==> src/pkg/bcss_pkg.sv <==
/*
 * Constants, field layouts and carrier types for the bridge configuration
 * space slice. Assumes a 50 MHz core clock and dword-aligned config accesses.
 */
package bcss_pkg;

	// ==========================================================================
	// Register offsets (byte addresses of dwords)
	localparam logic [11:0] OFF_ID_WORD       = 12'h000;
	localparam logic [11:0] OFF_COMMAND       = 12'h004;
	localparam logic [11:0] OFF_PORT_CAP_ONE  = 12'h154;
	localparam logic [11:0] OFF_PORT_CAP_TWO  = 12'h158;
	localparam logic [11:0] OFF_PORT_CTL_STS  = 12'h15c;
	localparam logic [11:0] OFF_CH0_RES_CAP   = 12'h160;
	localparam logic [11:0] OFF_CH0_RES_CTL   = 12'h164;
	localparam logic [11:0] OFF_CH0_RES_STS   = 12'h168;
	localparam logic [11:0] OFF_EXT_PIN_CTL   = 12'h300;
	localparam logic [11:0] OFF_SPARE_PIN_CTL = 12'h304;
	localparam logic [11:0] OFF_RETRY_TIMERS  = 12'h310;

	// ==========================================================================
	// Field positions
	localparam int EXT_CLR_LSB   = 0;
	localparam int EXT_SET_LSB   = 3;
	localparam int EXT_OECLR_LSB = 6;
	localparam int EXT_OESET_LSB = 9;
	localparam int EXT_IN_LSB    = 12;
	localparam int SPR_CLR_LSB   = 0;
	localparam int SPR_SET_LSB   = 4;
	localparam int SPR_OECLR_LSB = 8;
	localparam int SPR_OESET_LSB = 12;
	localparam int SPR_IN_LSB    = 16;
	localparam int REPLAY_EN_BIT = 12;
	localparam int ACK_LSB       = 16;
	localparam int CH0_EN_BIT    = 31;

	localparam int CMD_IO_EN     = 0;
	localparam int CMD_MEM_EN    = 1;
	localparam int CMD_MASTER_EN = 2;
	localparam int CMD_PARITY_EN = 6;
	localparam int CMD_SERR_EN   = 8;
	localparam int CMD_INT_DIS   = 10;

	// ==========================================================================
	// Reset values and fixed fields
	localparam logic [15:0] CMD_WRITABLE     = 16'h0547;
	localparam logic [15:0] CMD_RESET        = 16'h0000;
	localparam logic [6:0]  CH0_MAP_RESET    = 7'h7f;
	localparam logic [11:0] REPLAY_RESET     = 12'h000;
	localparam logic [13:0] ACK_RESET        = 14'h0000;
	localparam logic [2:0]  EXT_RESET        = 3'h0;
	localparam logic [3:0]  SPR_RESET        = 4'h0;
	// Identity codes: arbitrary neutral values
	localparam logic [15:0] VENDOR_CODE_DEF  = 16'h1234;
	localparam logic [15:0] PART_CODE_DEF    = 16'h5678;

	// ==========================================================================
	// Carriers
	typedef struct packed {
		logic        rd;
		logic        wr;
		logic [11:0] addr;
		logic [31:0] wdata;
	} bcss_cfg_req_t;

	typedef struct packed {
		logic [2:0] ext;
		logic [3:0] spare;
	} bcss_pins_t;

	typedef struct packed {
		logic ioEnable;
		logic memEnable;
		logic masterEnable;
		logic parityRespEnable;
		logic serrEnable;
		logic intDisable;
	} bcss_cmd_t;

endpackage : bcss_pkg

==> src/design/bcss_config_slice.sv <==
/*
 * Configuration register slice of the bridge: channel-zero control word,
 * set/clear GPIO and spare output control, link retry timers,
 * identity word and primary command register with its gating effects.
 * Assumes the configuration decoder presents one-cycle rd/wr strobes on
 * core_clk and that pin inputs come from outside the clock domain.
 */
`timescale 1ns/1ns

// Operation
// (RQ1) Ones in extended control bits 2:0 clear matching extended outputs.
// (RQ2) Ones in extended control bits 5:3 set matching extended outputs.
// (RQ3) Ones in extended bits 8:6 disable matching extended drivers.
// (RQ4) Ones in extended bits 11:9 enable matching extended drivers.
// (RQ5) Ones in spare bits 3:0 clear matching spare outputs.
// (RQ6) Ones in spare bits 7:4 set matching spare outputs.
// (RQ7) Ones in spare bits 11:8 disable matching spare drivers.
// (RQ8) Ones in spare bits 15:12 enable matching spare drivers.
// (RQ9) Spare input levels read back in bits 19:16.
// (RQ10) Writable 12-bit replay value and enable bit, reset zero.
// (RQ11) Writable 14-bit ack latency value; its enable reads zero.
// (RQ12) Traffic-class map bit0 fixed one, bits 7:1 writable reset 7Fh, enable one.
// (RQ13) I/O space enable gates primary I/O transaction response.
// (RQ14) Memory space enable gates primary memory read acceptance.
// (RQ15) Master enable gates primary initiation and secondary response.
// (RQ16) Reverse bridge with PCI-X primary may issue split completions regardless.
// (RQ17) Special cycle enable reads zero; never respond to special cycles.
// (RQ18) Write-and-invalidate enable reads zero; only forwarded ones pass. The code also blocks forwarded ones for a reverse bridge with PCI-X primary.
// (RQ19) Parity response enable gates the master data parity error flag.
// (RQ20) System error enable gates error messages forward, SERR drive reverse.
// (RQ21) Interrupt disable blocks and releases INTx.
// (RQ22) Non-transparent mode returns fixed vendor and part codes.
// (RQ23) Pins drive only while output enable set, else float.
module bcss_config_slice
	import bcss_pkg::*;
#(
	parameter logic [15:0] VENDOR_CODE = VENDOR_CODE_DEF,
	parameter logic [15:0] PART_CODE   = PART_CODE_DEF
) (
	input  wire logic          core_clk,
	input  wire logic          srst,
	input  wire bcss_cfg_req_t cfgReq,
	output logic [31:0]        cfgRdata,
	output logic               cfgRvalid,
	input  wire logic          nonTransparent,
	input  wire logic          reverseMode,
	input  wire logic          primaryPcix,
	input  wire bcss_pins_t    pinIn,
	output bcss_pins_t         pinOut,
	output bcss_pins_t         pinOe,
	input  wire logic          priIoReq,
	input  wire logic          priMemRdReq,
	input  wire logic          priSpecialReq,
	input  wire logic          secMemIoReq,
	input  wire logic          fwdMasterReq,
	input  wire logic          splitCplReq,
	input  wire logic          fwdMwiReq,
	input  wire logic          parityEvent,
	input  wire logic          parityFlagClr,
	input  wire logic          errEvent,
	input  wire logic          intxReq,
	output logic               priIoAccept,
	output logic               priMemRdAccept,
	output logic               priSpecialAccept,
	output logic               secMemIoAccept,
	output logic               fwdMasterGrant,
	output logic               mwiIssue,
	output logic               parityErrFlag,
	output logic               errMsgSend,
	output logic               serrDrive,
	output logic               intxAssert,
	output bcss_cmd_t          cmdState
);

	// ==========================================================================
	// Input synchronisers
	bcss_pins_t pinMeta;
	bcss_pins_t pinSync;

	always_ff @(posedge core_clk) begin
		pinMeta <= pinIn;
		pinSync <= pinMeta;
	end

	// ==========================================================================
	// Write decode
	function automatic logic hit(input bcss_cfg_req_t r, input logic [11:0] off);
		hit = r.wr && (r.addr == off);
	endfunction : hit

	logic wrExt;
	logic wrSpare;
	logic wrTimers;
	logic wrCh0;
	logic wrCmd;

	assign wrExt    = hit(cfgReq, OFF_EXT_PIN_CTL);
	assign wrSpare  = hit(cfgReq, OFF_SPARE_PIN_CTL);
	assign wrTimers = hit(cfgReq, OFF_RETRY_TIMERS);
	assign wrCh0    = hit(cfgReq, OFF_CH0_RES_CTL);
	assign wrCmd    = hit(cfgReq, OFF_COMMAND);

	// ==========================================================================
	// Extended GPIO set/clear
	logic [2:0] extOut;
	logic [2:0] extOe;
	logic [2:0] next_extOut;
	logic [2:0] next_extOe;

	always_comb begin
		next_extOut = extOut;
		next_extOe  = extOe;
		if (wrExt) begin
			// Set after clear: a word holding both leaves the pin high
			next_extOut = next_extOut & ~cfgReq.wdata[EXT_CLR_LSB +: 3]; // RQ1
			next_extOut = next_extOut | cfgReq.wdata[EXT_SET_LSB +: 3]; // RQ2
			next_extOe  = next_extOe & ~cfgReq.wdata[EXT_OECLR_LSB +: 3]; // RQ3
			next_extOe  = next_extOe | cfgReq.wdata[EXT_OESET_LSB +: 3]; // RQ4
		end
	end

	always_ff @(posedge core_clk) begin
		if (srst) begin
			extOut <= EXT_RESET;
			extOe  <= EXT_RESET;
		end else begin
			extOut <= next_extOut;
			extOe  <= next_extOe;
		end
	end

	// ==========================================================================
	// Spare outputs set/clear
	logic [3:0] sprOut;
	logic [3:0] sprOe;
	logic [3:0] next_sprOut;
	logic [3:0] next_sprOe;

	always_comb begin
		next_sprOut = sprOut;
		next_sprOe  = sprOe;
		if (wrSpare) begin
			next_sprOut = next_sprOut & ~cfgReq.wdata[SPR_CLR_LSB +: 4]; // RQ5
			next_sprOut = next_sprOut | cfgReq.wdata[SPR_SET_LSB +: 4]; // RQ6
			next_sprOe  = next_sprOe & ~cfgReq.wdata[SPR_OECLR_LSB +: 4]; // RQ7
			next_sprOe  = next_sprOe | cfgReq.wdata[SPR_OESET_LSB +: 4]; // RQ8
		end
	end

	always_ff @(posedge core_clk) begin
		if (srst) begin
			sprOut <= SPR_RESET;
			sprOe  <= SPR_RESET;
		end else begin
			sprOut <= next_sprOut;
			sprOe  <= next_sprOe;
		end
	end

	// Driven value is the stored one; the enable alone decides whether it floats
	always_comb begin
		pinOut.ext   = extOut; // RQ23
		pinOut.spare = sprOut;
		pinOe.ext    = extOe; // RQ23
		pinOe.spare  = sprOe;
	end

	// ==========================================================================
	// Retry timers and channel-zero map
	logic [11:0] replayVal;
	logic        replayEn;
	logic [13:0] ackVal;
	logic [6:0]  ch0Map;

	always_ff @(posedge core_clk) begin
		if (srst) begin
			replayVal <= REPLAY_RESET;
			replayEn  <= 1'b0;
			ackVal    <= ACK_RESET;
		end else if (wrTimers) begin
			replayVal <= cfgReq.wdata[11:0]; // RQ10
			replayEn  <= cfgReq.wdata[REPLAY_EN_BIT]; // RQ10
			ackVal    <= cfgReq.wdata[ACK_LSB +: 14]; // RQ11
		end
	end

	always_ff @(posedge core_clk) begin
		if (srst) begin
			ch0Map <= CH0_MAP_RESET;
		end else if (wrCh0) begin
			ch0Map <= cfgReq.wdata[7:1]; // RQ12
		end
	end

	// ==========================================================================
	// Primary command register
	logic [15:0] cmdReg;

	always_ff @(posedge core_clk) begin
		if (srst) begin
			cmdReg <= CMD_RESET;
		end else if (wrCmd) begin
			// Special cycle and write-and-invalidate bits never store
			cmdReg <= cfgReq.wdata[15:0] & CMD_WRITABLE; // RQ17 RQ18
		end
	end

	always_comb begin
		cmdState.ioEnable         = cmdReg[CMD_IO_EN];
		cmdState.memEnable        = cmdReg[CMD_MEM_EN];
		cmdState.masterEnable     = cmdReg[CMD_MASTER_EN];
		cmdState.parityRespEnable = cmdReg[CMD_PARITY_EN];
		cmdState.serrEnable       = cmdReg[CMD_SERR_EN];
		cmdState.intDisable       = cmdReg[CMD_INT_DIS];
	end

	// ==========================================================================
	// Transaction gating
	assign priIoAccept      = priIoReq & cmdReg[CMD_IO_EN]; // RQ13
	assign priMemRdAccept   = priMemRdReq & cmdReg[CMD_MEM_EN]; // RQ14
	assign secMemIoAccept   = secMemIoReq & cmdReg[CMD_MASTER_EN]; // RQ15
	assign priSpecialAccept = 1'b0; // RQ17
	// Split completions bypass master enable only for reverse PCI-X primary
	assign fwdMasterGrant   = (fwdMasterReq & cmdReg[CMD_MASTER_EN]) // RQ15
		| (splitCplReq & reverseMode & primaryPcix); // RQ16
	// Only a forwarded write-and-invalidate goes out, and not with reverse PCI-X primary; never one of our own
	assign mwiIssue         = fwdMwiReq & ~(reverseMode & primaryPcix); // RQ18
	assign errMsgSend       = errEvent & cmdReg[CMD_SERR_EN] & ~reverseMode; // RQ20
	assign serrDrive        = errEvent & cmdReg[CMD_SERR_EN] & reverseMode; // RQ20
	assign intxAssert       = intxReq & ~cmdReg[CMD_INT_DIS]; // RQ21

	// Sticky flag; a new event beats a same-cycle clear
	always_ff @(posedge core_clk) begin
		if (srst) begin
			parityErrFlag <= 1'b0;
		end else if (parityEvent && cmdReg[CMD_PARITY_EN]) begin
			parityErrFlag <= 1'b1; // RQ19
		end else if (parityFlagClr) begin
			parityErrFlag <= 1'b0;
		end
	end

	// ==========================================================================
	// Read mux
	logic [31:0] next_rdata;

	always_comb begin
		next_rdata = 32'h0000_0000;
		unique case (cfgReq.addr)
			OFF_ID_WORD: begin
				if (nonTransparent) begin
					next_rdata = {PART_CODE, VENDOR_CODE}; // RQ22
				end
			end
			OFF_COMMAND: begin
				next_rdata = {16'h0000, cmdReg};
			end
			OFF_CH0_RES_CTL: begin
				next_rdata = {1'b1, 23'h000000, ch0Map, 1'b1}; // RQ12
			end
			OFF_EXT_PIN_CTL: begin
				next_rdata = {17'h00000, pinSync.ext, extOe, extOe, extOut, extOut};
			end
			OFF_SPARE_PIN_CTL: begin
				next_rdata = {12'h000, pinSync.spare, sprOe, sprOe, sprOut, sprOut}; // RQ9
			end
			OFF_RETRY_TIMERS: begin
				next_rdata = {2'b00, ackVal, 3'b000, replayEn, replayVal}; // RQ10 RQ11
			end
			default: begin
				next_rdata = 32'h0000_0000;
			end
		endcase
	end

	always_ff @(posedge core_clk) begin
		if (srst) begin
			cfgRdata  <= 32'h0000_0000;
			cfgRvalid <= 1'b0;
		end else begin
			cfgRvalid <= cfgReq.rd;
			if (cfgReq.rd) begin
				cfgRdata <= next_rdata;
			end
		end
	end

	// ==========================================================================
	// Checks
	chk_ext_clear: assert property (@(posedge core_clk) disable iff (srst) // RQ1
		(wrExt && cfgReq.wdata[0] && !cfgReq.wdata[3]) |=> !pinOut.ext[0])
		else $error("extended output not cleared");
	chk_ext_set: assert property (@(posedge core_clk) disable iff (srst) // RQ2
		(wrExt && cfgReq.wdata[4]) |=> pinOut.ext[1])
		else $error("extended output not set");
	chk_ext_oe: assert property (@(posedge core_clk) disable iff (srst) // RQ4
		(wrExt && cfgReq.wdata[9]) |=> pinOe.ext[0])
		else $error("extended enable not set");
	chk_spare_oeclr: assert property (@(posedge core_clk) disable iff (srst) // RQ7
		(wrSpare && cfgReq.wdata[8] && !cfgReq.wdata[12]) |=> !pinOe.spare[0])
		else $error("spare enable not cleared");
	chk_spare_hold: assert property (@(posedge core_clk) disable iff (srst) // RQ5
		!wrSpare |=> $stable(pinOut.spare))
		else $error("spare output moved without write");
	chk_timer_read: assert property (@(posedge core_clk) disable iff (srst) // RQ11
		(cfgReq.rd && cfgReq.addr == OFF_RETRY_TIMERS) |=> !cfgRdata[30] && !cfgRdata[31])
		else $error("ack enable read nonzero");
	chk_map_read: assert property (@(posedge core_clk) disable iff (srst) // RQ12
		(cfgReq.rd && cfgReq.addr == OFF_CH0_RES_CTL) |=> cfgRdata[0] && cfgRdata[CH0_EN_BIT])
		else $error("channel map fixed bits wrong");
	chk_io_gate: assert property (@(posedge core_clk) disable iff (srst) // RQ13
		(wrCmd && !cfgReq.wdata[0]) |=> !priIoAccept)
		else $error("I/O accepted while disabled");
	chk_cmd_ro: assert property (@(posedge core_clk) disable iff (srst) // RQ17
		wrCmd |=> !cmdReg[3] && !cmdReg[4])
		else $error("read-only command bits stored");
	chk_parity_gate: assert property (@(posedge core_clk) disable iff (srst) // RQ19
		(!parityErrFlag && !cmdReg[CMD_PARITY_EN]) |=> !parityErrFlag)
		else $error("parity flag set while disabled");
	chk_int_dis: assert property (@(posedge core_clk) disable iff (srst) // RQ21
		cmdReg[CMD_INT_DIS] |-> !intxAssert)
		else $error("INTx while disabled");
	chk_ext_oeclr: assert property (@(posedge core_clk) disable iff (srst) // RQ3
		(wrExt && cfgReq.wdata[7] && !cfgReq.wdata[10]) |=> !pinOe.ext[1])
		else $error("extended enable not cleared");
	chk_ext_keep: assert property (@(posedge core_clk) disable iff (srst) // RQ1
		(wrExt && !cfgReq.wdata[2] && !cfgReq.wdata[5]) |=> $stable(pinOut.ext[2]))
		else $error("extended output moved on zero bits");
	chk_spare_clear: assert property (@(posedge core_clk) disable iff (srst) // RQ5
		(wrSpare && cfgReq.wdata[1] && !cfgReq.wdata[5]) |=> !pinOut.spare[1])
		else $error("spare output not cleared");
	chk_spare_set: assert property (@(posedge core_clk) disable iff (srst) // RQ6
		(wrSpare && cfgReq.wdata[6]) |=> pinOut.spare[2])
		else $error("spare output not set");
	chk_spare_oeset: assert property (@(posedge core_clk) disable iff (srst) // RQ8
		(wrSpare && cfgReq.wdata[15]) |=> pinOe.spare[3])
		else $error("spare enable not set");

	// ==========================================================================
	// Readback, storage and gating checks
	chk_spare_input: assert property (@(posedge core_clk) disable iff (srst) // RQ9
		(cfgReq.rd && cfgReq.addr == OFF_SPARE_PIN_CTL) |=> cfgRdata[SPR_IN_LSB +: 4] == $past(pinSync.spare))
		else $error("spare input levels not returned");
	chk_replay_write: assert property (@(posedge core_clk) disable iff (srst) // RQ10
		wrTimers |=> replayVal == $past(cfgReq.wdata[11:0]) && replayEn == $past(cfgReq.wdata[12]))
		else $error("replay timer not stored");
	chk_ack_write: assert property (@(posedge core_clk) disable iff (srst) // RQ11
		wrTimers |=> ackVal == $past(cfgReq.wdata[29:16]))
		else $error("ack latency value not stored");
	chk_map_write: assert property (@(posedge core_clk) disable iff (srst) // RQ12
		wrCh0 |=> ch0Map == $past(cfgReq.wdata[7:1]))
		else $error("channel map not stored");
	chk_mem_gate: assert property (@(posedge core_clk) disable iff (srst) // RQ14
		!cmdReg[CMD_MEM_EN] |-> !priMemRdAccept)
		else $error("memory read accepted while disabled");
	chk_sec_gate: assert property (@(posedge core_clk) disable iff (srst) // RQ15
		!cmdReg[CMD_MASTER_EN] |-> !secMemIoAccept)
		else $error("secondary access accepted while master disabled");
	chk_fwd_gate: assert property (@(posedge core_clk) disable iff (srst) // RQ15
		(!cmdReg[CMD_MASTER_EN] && !(reverseMode && primaryPcix)) |-> !fwdMasterGrant)
		else $error("primary initiation while master disabled");
	chk_split_pass: assert property (@(posedge core_clk) disable iff (srst) // RQ16
		(splitCplReq && reverseMode && primaryPcix) |-> fwdMasterGrant)
		else $error("split completion held back");
	chk_special_never: assert property (@(posedge core_clk) disable iff (srst) // RQ17
		priSpecialReq |-> !priSpecialAccept)
		else $error("special cycle accepted");
	chk_cmd_read: assert property (@(posedge core_clk) disable iff (srst) // RQ18
		(cfgReq.rd && cfgReq.addr == OFF_COMMAND) |=> !cfgRdata[3] && !cfgRdata[4])
		else $error("read-only command bits read nonzero");
	chk_err_gate: assert property (@(posedge core_clk) disable iff (srst) // RQ20
		!cmdReg[CMD_SERR_EN] |-> !errMsgSend && !serrDrive)
		else $error("error reported while disabled");
	chk_err_mode: assert property (@(posedge core_clk) disable iff (srst) // RQ20
		(errEvent && cmdReg[CMD_SERR_EN]) |-> (reverseMode ? serrDrive : errMsgSend))
		else $error("error report on wrong path");
	chk_id_word: assert property (@(posedge core_clk) disable iff (srst) // RQ22
		(cfgReq.rd && cfgReq.addr == OFF_ID_WORD && nonTransparent) |=> cfgRdata == {PART_CODE, VENDOR_CODE})
		else $error("identity word wrong");
	chk_int_pass: assert property (@(posedge core_clk) disable iff (srst) // RQ21
		(intxReq && !cmdReg[CMD_INT_DIS]) |-> intxAssert)
		else $error("INTx blocked while enabled");

endmodule : bcss_config_slice

==> config.mk <==
export PLATFORM = sky130hd
export DESIGN_NAME = bcss_config_slice
export DESIGN_NICKNAME = d
export VERILOG_FILES = /design/src/pkg/bcss_pkg.sv /design/src/design/bcss_config_slice.sv
export SDC_FILE = /design/constraint.sdc
export NUM_CORES = 1
export LEC_CHECK = 0
export BUFFER_PORTS_ARGS = -buffer_cell sky130_fd_sc_hd__buf_4
export CORE_MARGIN = 5
export CORE_UTILIZATION = 30
export CTS_BUF_LIST = sky130_fd_sc_hd__clkbuf_4 sky130_fd_sc_hd__clkbuf_8 sky130_fd_sc_hd__clkbuf_16
export DETAILED_ROUTE_END_ITERATION = 16
export GPL_TIMING_DRIVEN = 0
export SYNTH_ARGS = -nofsm -noshare
export SYNTH_HDL_FRONTEND = slang
export SYNTH_SLANG_ARGS = --single-unit
==> constraint.sdc <==
create_clock -name core_clk -period 2.3 [get_ports core_clk]
set_input_delay 0.46 -clock core_clk [delete_from_list [all_inputs] [get_ports core_clk]]
set_output_delay 0.46 -clock core_clk [all_outputs]
set_load 0.01 [all_outputs]
==> impl_metrics.json, run 1 <==
{
  "status": "finished clean",
  "yosysSeqAreaShare_pct": 48.3,
  "synth_top_cell_area_share_pct": 48.3,
  "hpwl_um": 11800,
  "die_h_um": 129,
  "fin_tns_setup_ps": 0,
  "synth_top_cell_by_area": "dfxtp_1",
  "cp_max_fo": 10,
  "synth-seq-cells": 102,
  "hold_viol": 0,
  "vias_per_cell": 5.20,
  "grt_usage_pct": 18.9,
  "clockRootBuffer": "clkbuf_16",
  "dp_slack_ps": -603,
  "ys_warn_count": 0,
  "synth-edff-count": 0,
  "syn_nets": 567,
  "async_reset_ff_share_pct": 0,
  "ir_worst_vdd_uv": 402,
  "cts_buffers": 9,
  "fmax_mhz": 436,
  "syn_avg_cell_area_um2": 8.48,
  "first_pass_iters": 7,
  "r2r-end": "cfgRdata[0]",
  "leakagePower_nw": 2.27,
  "route.vias.total": 4313,
  "overflow": 0,
  "max_slew_margin_pct": 33.2,
  "r2r_start": "extOut[0]",
  "clk_pin_slew_worst_paths_ps": 70,
  "place_congestion": 0.927,
  "holdCritStartpoint": "pinIn[3]",
  "grt_max_degree": 17,
  "antenna_found_initial": 0,
  "drt-initial-drc-count": 373,
  "timing.final.ws_setup_ps": 4.16,
  "htreeDepth": 3,
  "n_antenna_cell": 0,
  "coreArea_mm2": 0.0138,
  "initial_core_util_pct": 30.6,
  "setup_violations": 0,
  "reg2reg_depth": 5,
  "netlist_area_mm2": 0.00423,
  "hold_buffers": 0,
  "drcViolationCount": 0,
  "avgRoutedWirePerCell_um": 19.2,
  "fin_skew_ps": 5.08,
  "power.density_mw_per_mm2": 631,
  "required_ps": 2530,
  "holdWs_ps": 219,
  "synth_ff_type": "dfxtp_1",
  "grt_pass1_vias": 4189,
  "hp-class": "primary input to flip-flop",
  "pin_count": 132,
  "clockBufferDepth": 2,
  "cts_tree": "done",
  "port_buffers": 126,
  "cts.sink_count": 102,
  "drive_gt1_share_pct": 28.3,
  "startpoint_type": "primary input",
  "fillers": 1411,
  "ant_nets": 0,
  "worst_pin_slew_ps": 993,
  "max_cap_violations": 0,
  "yosys-top-cells-area": "dfxtp_1 (48%), nand2_1 (11%), a21oi_1 (6.4%)",
  "layout_min_cycle_time_ps": 2300,
  "syn-instance-count": 498,
  "post-route-period-util_pct": 99.8,
  "worstSkewPairLatency_ps": 340,
  "critPathKind": "primary input to flip-flop",
  "nets": 715,
  "routed_wl_um": 16000,
  "arrival_ps": 2530,
  "grt_pass1_wl_um": 24000,
  "holdPathStages": 1,
  "cp-end-kind": "flip-flop",
  "areaGrowthSynthToFinish_pct": 38.5,
  "fp.dieArea_mm2": 0.0166,
  "hold_path_end": "pinMeta[3]",
  "core.rowCount": 43,
  "synthDistinctLibCells": 59,
  "die_w_um": 129,
  "slew_violations": 0,
  "reg2reg_slack_ps": 860,
  "rsz0062_at_grt": "yes"
}
synthesized netlist by cell type (all sizes together), types with 2 or more instances:
library cell and number:
a221oi 4, and2 6, o2bb2ai 3, nand4b 2
nand3 26, a211o 6, or3b 2, nand4 2
a211oi 2, mux2i 12, nor2b 2, o21ai 16
or3 4, or4 2, nand2b 3, mux2 2
and3 9, a22oi 16, nor2 20, a21oi 55
nor4 8, buf 13, a222oi 2, clkbuf 22
a22o 5, o2111ai 2, nand2 124, or2 3
dfxtp 102, nand3b 2, nor3 4
layout make-up:
class,count,area [µm²],share of cell area (%)
multi-input combinational,359,2070,35.3
sequential,102,2040,34.9
timing repair buffer,137,1030,17.6
clock buffer,10,239,4.08
tap,180,225,3.85
buffer,35,161,2.76
clock inverter,5,81.3,1.39
inverter,2,7.51,0.128
cell families after synthesis:
logic type / after synthesis / synth area share (%)
AND/OR/NAND/NOR: 222 / 25.5
multiplexers: 14 / 3.38
other: 1 / 0.0888
AO/OA/AOI/OAI: 121 / 18.7
flip-flops: 102 / 48.3
XOR/XNOR: 1 / 0.207
buffers and inverters: 37 / 3.82
what timing repair did:
| action | CTS | global route |
|---|---|---|
| resized for setup | 5 | 9 |
| setup endpoints to repair | 49 | 51 |
| pin swaps | 1 | 5 |
| buffers inserted | 1 | 10 |
| gates cloned | 0 | 0 |
power by group:
group | internal, mW | switching (mW)
Clock | 0.980 | 0.672
Combinational | 0.109 | 0.144
Sequential | 1.78 | 0.00435
through the flow:
step                utilization [%]  instances  instance area [µm²]  total power, mW
floorplan                         -        498                 4230             1.92
global placement               39.0        804                 5400             2.07
detailed placement             39.0        804                 5400             2.07
CTS                            41.6        820                 5760             3.72
global route                   42.3        830                 5850             3.79
finish                         42.3        830                 5850             3.69
worst max-delay path by stage:
stage | cells past startpoint | slack [ps] | end | from
floorplan | 6 | 120 | ch0Map[0] | cfgReq[36]
global placement | 8 | -600 | sprOe[2] | cfgReq[37]
detailed placement | 8 | -600 | sprOe[2] | cfgReq[37]
CTS | 7 | 10 | cfgRdata[7] | cfgReq[43]
global route | 7 | -100 | cfgRdata[30] | cfgReq[43]
finish | 7 | 4 | ch0Map[2] | cfgReq[36]
critical path, stage by stage:
cell and delay (ps):
buf_4 120, buf_2 190, or3b_2 540, nor4_4 400
buf_4 250, nand2_1 210, a211o_1 360
cell usage in the layout (no fill, tap or decap), types with 3 or more instances in the layout:
cell	instances
buf_4	139
nand2_1	124
dfxtp_1	102
a21oi_1	54
nand3_1	25
nor2_1	20
clkbuf_1	20
a22oi_1	16
o21ai_0	13
mux2i_1	12
and3_1	9
clkbuf_16	9
buf_2	7
and2_1	6
a211o_1	6
a22o_1	5
nor4_4	4
nand2b_1	3
o21ai_1	3
nor4_1	3
o2bb2ai_1	3
flip-flops by register name, indices dropped and copies added (netlist names):
name           cells
ch0Map             7
replayEn           1
replayVal         12
sprOut             4
extOut             3
pinMeta            7
sprOe              4
ackVal            14
parityErrFlag      1
pinSync            7
extOe              3
cmdReg             6
cfgRvalid          1
cfgRdata          32
metal layers:
layer | GRT usage [%] | up-vias | share of wire [%]
met4 | 5.25 | 0 | 1.7
met1 | 25.3 | 2068 | 44
li1 | - | 2056 | -
met2 | 30.4 | 167 | 47
met3 | 4.48 | 22 | 7.3
met5 | 0 | - | 0
(Power assumes the default switching activity.)
==> run 2, diff against run 1 <==
--- a/config.mk
+++ b/config.mk
@@ -10,7 +10,6 @@
 export CORE_UTILIZATION = 30
 export CTS_BUF_LIST = sky130_fd_sc_hd__clkbuf_4 sky130_fd_sc_hd__clkbuf_8 sky130_fd_sc_hd__clkbuf_16
 export DETAILED_ROUTE_END_ITERATION = 16
-export GPL_TIMING_DRIVEN = 0
 export SYNTH_ARGS = -nofsm -noshare
 export SYNTH_HDL_FRONTEND = slang
 export SYNTH_SLANG_ARGS = --single-unit
==> constraint.sdc (replaced) <==
create_clock -name core_clk -period 2.9 [get_ports core_clk]
set_input_delay 0.145 -clock core_clk [delete_from_list [all_inputs] [get_ports core_clk]]
set_output_delay 0.145 -clock core_clk [all_outputs]
set_load 0.01 [all_outputs]
==> impl_metrics.json, run 2 (synthesis gave the netlist of run 1 again) <==
{
  "status": "finished clean",
  "setup_violations": 0,
  "clockRootBuffer": "clkbuf_16",
  "pin_count": 132,
  "p_clk_share_pct": 44.7,
  "r2r_start": "extOut[0]",
  "cp-end-kind": "flip-flop",
  "overflow": 0,
  "grt_max_degree": 76,
  "routed_wl_um": 14300,
  "n_antenna_cell": 0,
  "seqPwrFrac_pct": 48.9,
  "crit_path_frequent_cell": "buf_4",
  "die_h_um": 129,
  "cts_tree": "done",
  "fin_skew_ps": 6.17,
  "final_cell_mix": "buf_4 (139), nand2_1 (124), dfxtp_1 (102)",
  "hold_viol": 0,
  "worst_pin_slew_ps": 1090,
  "hpwl_um": 10400,
  "r2r-end": "cfgRdata[0]",
  "crit_buf_inv": 3,
  "hold_path_end": "ackVal[0]",
  "power.total_mw": 2.90,
  "drive_gt1_share_pct": 27.5,
  "cts_setup_buffers": 0,
  "hp-class": "primary input to flip-flop",
  "fp.dieArea_mm2": 0.0166,
  "dp_slack_ps": 608,
  "drt-initial-drc-count": 401,
  "holdWs_ps": 53.5,
  "port_buffers": 127,
  "cpMaxStageDelayCell": "or3_4",
  "antenna_found_initial": 0,
  "fin_tns_setup_ps": 0,
  "core.rowCount": 43,
  "rsz0062_at_grt": "no",
  "reg2reg_slack_ps": 1480,
  "hold_buffers": 7,
  "grt_pass1_vias": 4009,
  "holdPathStages": 3,
  "finalInstanceArea_mm2": 0.00575,
  "drcViolationCount": 0,
  "nets": 690,
  "reg.largest.list": "cfgRdata x32, ackVal x14, replayVal x12",
  "switching_share_pct": 21.8,
  "grt_usage_pct": 17.3,
  "leakagePower_nw": 2.19,
  "post_cts_resized": 0,
  "required_ps": 3100,
  "clockBufferDepth": 2,
  "p_switching_mw": 0.632,
  "timing.final.ws_setup_ps": 940,
  "p_comb_share_pct": 6.5,
  "die_w_um": 129,
  "critPathKind": "primary input to flip-flop",
  "first_pass_iters": 5,
  "path_delay_family": "simple AND/OR/NAND/NOR gates",
  "htreeDepth": 3,
  "power.density_mw_per_mm2": 504,
  "initial_core_util_pct": 30.6,
  "vias_per_cell": 5.10,
  "grt_pass1_wl_um": 22300,
  "clk_pin_slew_worst_paths_ps": 70,
  "max_cap_violations": 0,
  "arrival_ps": 2160,
  "avgRoutedWirePerCell_um": 17.7,
  "cts_buffers": 9,
  "route.vias.total": 4102,
  "worstSkewPairLatency_ps": 350,
  "p_int_mw": 2.26,
  "cts.sink_count": 102,
  "cp_max_fo": 15,
  "holdCritStartpoint": "cfgReq[16]",
  "ant_nets": 0,
  "areaGrowthSynthToFinish_pct": 36.0,
  "slowest_delay_ps": 480,
  "place_congestion": 0.814,
  "largest_register_ffs": 32,
  "path_cells": "buf_4, or3_4, nor4_2, buf_4, nand2_1, buf_4, nand2_1, a21oi_1",
  "ir_worst_vdd_uv": 322,
  "max_slew_margin_pct": 26.9,
  "slew_violations": 0,
  "layout_min_cycle_time_ps": 1960,
  "startpoint_type": "primary input",
  "fmax_mhz": 510,
  "largest_register": "cfgRdata",
  "layout_commonest_cell": "buf_4",
  "post-route-period-util_pct": 67.6,
  "coreArea_mm2": 0.0138,
  "reg2reg_depth": 5,
  "placed_area_mm2": 0.00536
}
run 2: cell types whose count changed in the layout (fill, tap and decap cells not counted), moves of 2 or more:
cell,previous run,this run
nor4_2,1,4
nor4_4,4,1
clkbuf_1,20,0
buf_2,7,0
clkbuf_2,2,0
buf_1,2,0
dlygate4sd3_1,0,7
run 2: power by group through the flow:
stage,logic (mW),clock network (mW),registers (mW)
3_3_place_gp,0.177,0,1.45
6_report,0.188,1.29,1.42
2_1_floorplan,0.0720,0,1.45
3_5_place_dp,0.178,0,1.45
5_1_grt,0.202,1.38,1.41
4_1_cts,0.186,1.31,1.41
run 2: tightest hold or removal path, cell delays in order:
cell,delay [ps]
buf_4,110
nand2_1,50
a21oi_1,50
run 2: per-layer routing:
layer	GRT usage [%]	vias to the layer above	wire [µm]
li1	-	2002	-
met1	23.1	1956	6210
met2	27.8	127	6900
met3	4.61	17	964
met4	4.14	0	215
met5	0	-	0
run 2: layout make-up:
class / count / area, µm²
multi-input combinational: 359 / 2020
sequential: 102 / 2040
inverter: 2 / 7.51
tap: 180 / 225
timing repair buffer: 147 / 1130
fill: 1376 / 8080
clock buffer: 10 / 233
clock inverter: 5 / 82.6
run 2: metrics by stage:
step,util (%),cells
floorplan,-,498
global route,41.6,805
global placement,38.8,783
detailed placement,38.8,783
CTS,41.6,805
finish,41.6,805
run 2: worst max-delay path by stage:
stage | start | to | cells past startpoint | slack, ps
after floorplan | cfgReq[36] | ch0Map[0] | 6 | 1040
after global placement | cfgReq[33] | ackVal[3] | 8 | 640
after detailed placement | cfgReq[33] | replayVal[3] | 8 | 610
after CTS | cfgReq[33] | replayVal[3] | 8 | 970
after global routing | cfgReq[33] | replayVal[0] | 8 | 820
final | cfgReq[33] | replayVal[3] | 8 | 940
==> run 3, diff against run 2 <==
==> constraint.sdc (replaced) <==
create_clock -name core_clk -period 1.78 [get_ports core_clk]
set_input_delay 0.089 -clock core_clk [delete_from_list [all_inputs] [get_ports core_clk]]
set_output_delay 0.089 -clock core_clk [all_outputs]
set_load 0.01 [all_outputs]
==> impl_metrics.json, run 3 (synthesis gave the netlist of run 1 again) <==
{
  "die_w_um": 129,
  "layout_commonest_cell": "buf_4",
  "p_switching_mw": 1.05,
  "status": "finished clean",
  "post_cts_resized": 0,
  "first_pass_iters": 5,
  "crit_buf_inv": 1,
  "critPathKind": "primary input to flip-flop",
  "cts_buffers": 9,
  "hold_viol": 0,
  "overflow": 0,
  "fmax_mhz": 621,
  "layout_min_cycle_time_ps": 1610,
  "dp_cells": 812,
  "drcViolationCount": 0,
  "max_slew_margin_pct": 28.3,
  "die_h_um": 129,
  "antenna_found_initial": 0,
  "pin_count": 132,
  "holdWs_ps": 12.3,
  "routed_wl_um": 15000,
  "fp.dieArea_mm2": 0.0166,
  "arrival_ps": 1870,
  "fin_cells": 856,
  "place_congestion": 0.848,
  "max_cap_violations": 0,
  "initial_core_util_pct": 30.6,
  "cts.sink_count": 102,
  "startpoint_type": "primary input",
  "final_cell_mix": "buf_4 (168), nand2_1 (124), dfxtp_1 (102)",
  "hpwl_um": 10900,
  "slowest_delay_ps": 580,
  "utilization_pct": 44.4,
  "leakagePower_nw": 2.41,
  "fillers": 1338,
  "port_buffers": 127,
  "required_ps": 2040,
  "areaGrowthSynthToFinish_pct": 45.3,
  "ff_latch_area_mm2": 0.00204,
  "grt_pass1_vias": 4349,
  "core.rowCount": 43,
  "path_cells": "buf_4, or4_4, nor3_2, nand3_1, o211a_1, a221oi_1",
  "cp-end-kind": "flip-flop",
  "cts_tree": "done",
  "avgRoutedWirePerCell_um": 17.6,
  "power.total_mw": 4.50,
  "nets": 740,
  "grt_usage_pct": 18.0,
  "p_clk_share_pct": 40.6,
  "p_comb_share_pct": 8.2,
  "vias_per_cell": 5.08,
  "worstSkewPairLatency_ps": 350,
  "reg.largest.list": "cfgRdata x32, ackVal x14, replayVal x12",
  "cpMaxStageDelayCell": "or4_4",
  "switching_share_pct": 23.3,
  "clk_pin_slew_worst_paths_ps": 70,
  "clockRootBuffer": "clkbuf_16",
  "rsz0062_at_grt": "no",
  "fin_skew_ps": 5.56,
  "clockBufferDepth": 2,
  "worst_pin_slew_ps": 1070,
  "power.density_mw_per_mm2": 733,
  "slew_violations": 0,
  "ant_nets": 0,
  "path_delay_family": "simple AND/OR/NAND/NOR gates",
  "p_int_mw": 3.45,
  "drt-initial-drc-count": 373,
  "largest_register_ffs": 32,
  "post-route-period-util_pct": 90.5,
  "grt_pass1_wl_um": 23300,
  "drive_gt1_share_pct": 30.0,
  "seqPwrFrac_pct": 51.2,
  "hp-class": "primary input to flip-flop",
  "setup_violations": 0,
  "ir_worst_vdd_uv": 472,
  "cp_max_fo": 6,
  "grt_max_degree": 54,
  "htreeDepth": 3,
  "coreArea_mm2": 0.0138,
  "route.vias.total": 4346,
  "n_antenna_cell": 0,
  "largest_register": "cfgRdata",
  "multi_input_area_mm2": 0.00203
}
## run 3: changes by cell type in the layout (fill, tap and decap cells not counted), sizes merged
cell,previous run,this run
buf,140,169
dlygate4sd3,7,28
clkinv,3,6
bufinv,2,0
## run 3: power groups by stage
stage	sequential, mW	clock (mW)	combinational [mW]
6_report	2.31	1.83	0.367
5_1_grt	2.31	1.94	0.393
4_1_cts	2.30	1.88	0.365
3_5_place_dp	2.36	0	0.315
3_3_place_gp	2.36	0	0.312
2_1_floorplan	2.36	0	0.120
## run 3: worst paths after layout
path	start	to	slack [ps]	cells past startpoint
worst max-delay path	cfgReq[37]	cfgRdata[1]	170	6
worst max register to register	extOut[0]	cfgRdata[0]	330	5
worst min register to register	pinMeta[0]	pinSync[0]	330	0
worst min-delay path	cfgReq[7]	replayVal[7]	10	3
## run 3: worst reg2reg max path: stages (launching register included)
cell	delay [ps]
dfxtp_1	340
mux2i_1	270
or4_1	160
o21ai_0	100
a222oi_1	320
o21ai_0	130
## run 3: what timing repair did
item,CTS,global route
buffers inserted,0,0
hold buffers,28,0
endpoints found under the hold margin,28,0
## run 3: stage by stage
step	setup TNS, ps	cell area [µm²]	setup WS (ps)
floorplan	0	4240	4.79
global placement	-2710	5590	-99.9
detailed placement	-2950	5590	-144
CTS	0	6140	200
global route	0	6140	93.9
finish	0	6140	170
## run 3: layout make-up
type / instances / share of cell area (%)
sequential: 102 / 33.3
multi-input combinational: 359 / 33.1
timing repair buffer: 197 / 25.4
tap: 180 / 3.67
clock buffer: 10 / 3.79
inverter: 2 / 0.122
clock inverter: 6 / 0.611
## run 3: per-layer routing
| layer | GRT usage (%) | wire (µm) | vias to the layer above |
|---|---|---|---|
| met5 | 0 | 0 | - |
| met4 | 6.42 | 276 | 0 |
| met3 | 3.53 | 1190 | 20 |
| met2 | 29.2 | 7080 | 177 |
| met1 | 23.8 | 6480 | 2046 |
| li1 | - | - | 2103 |
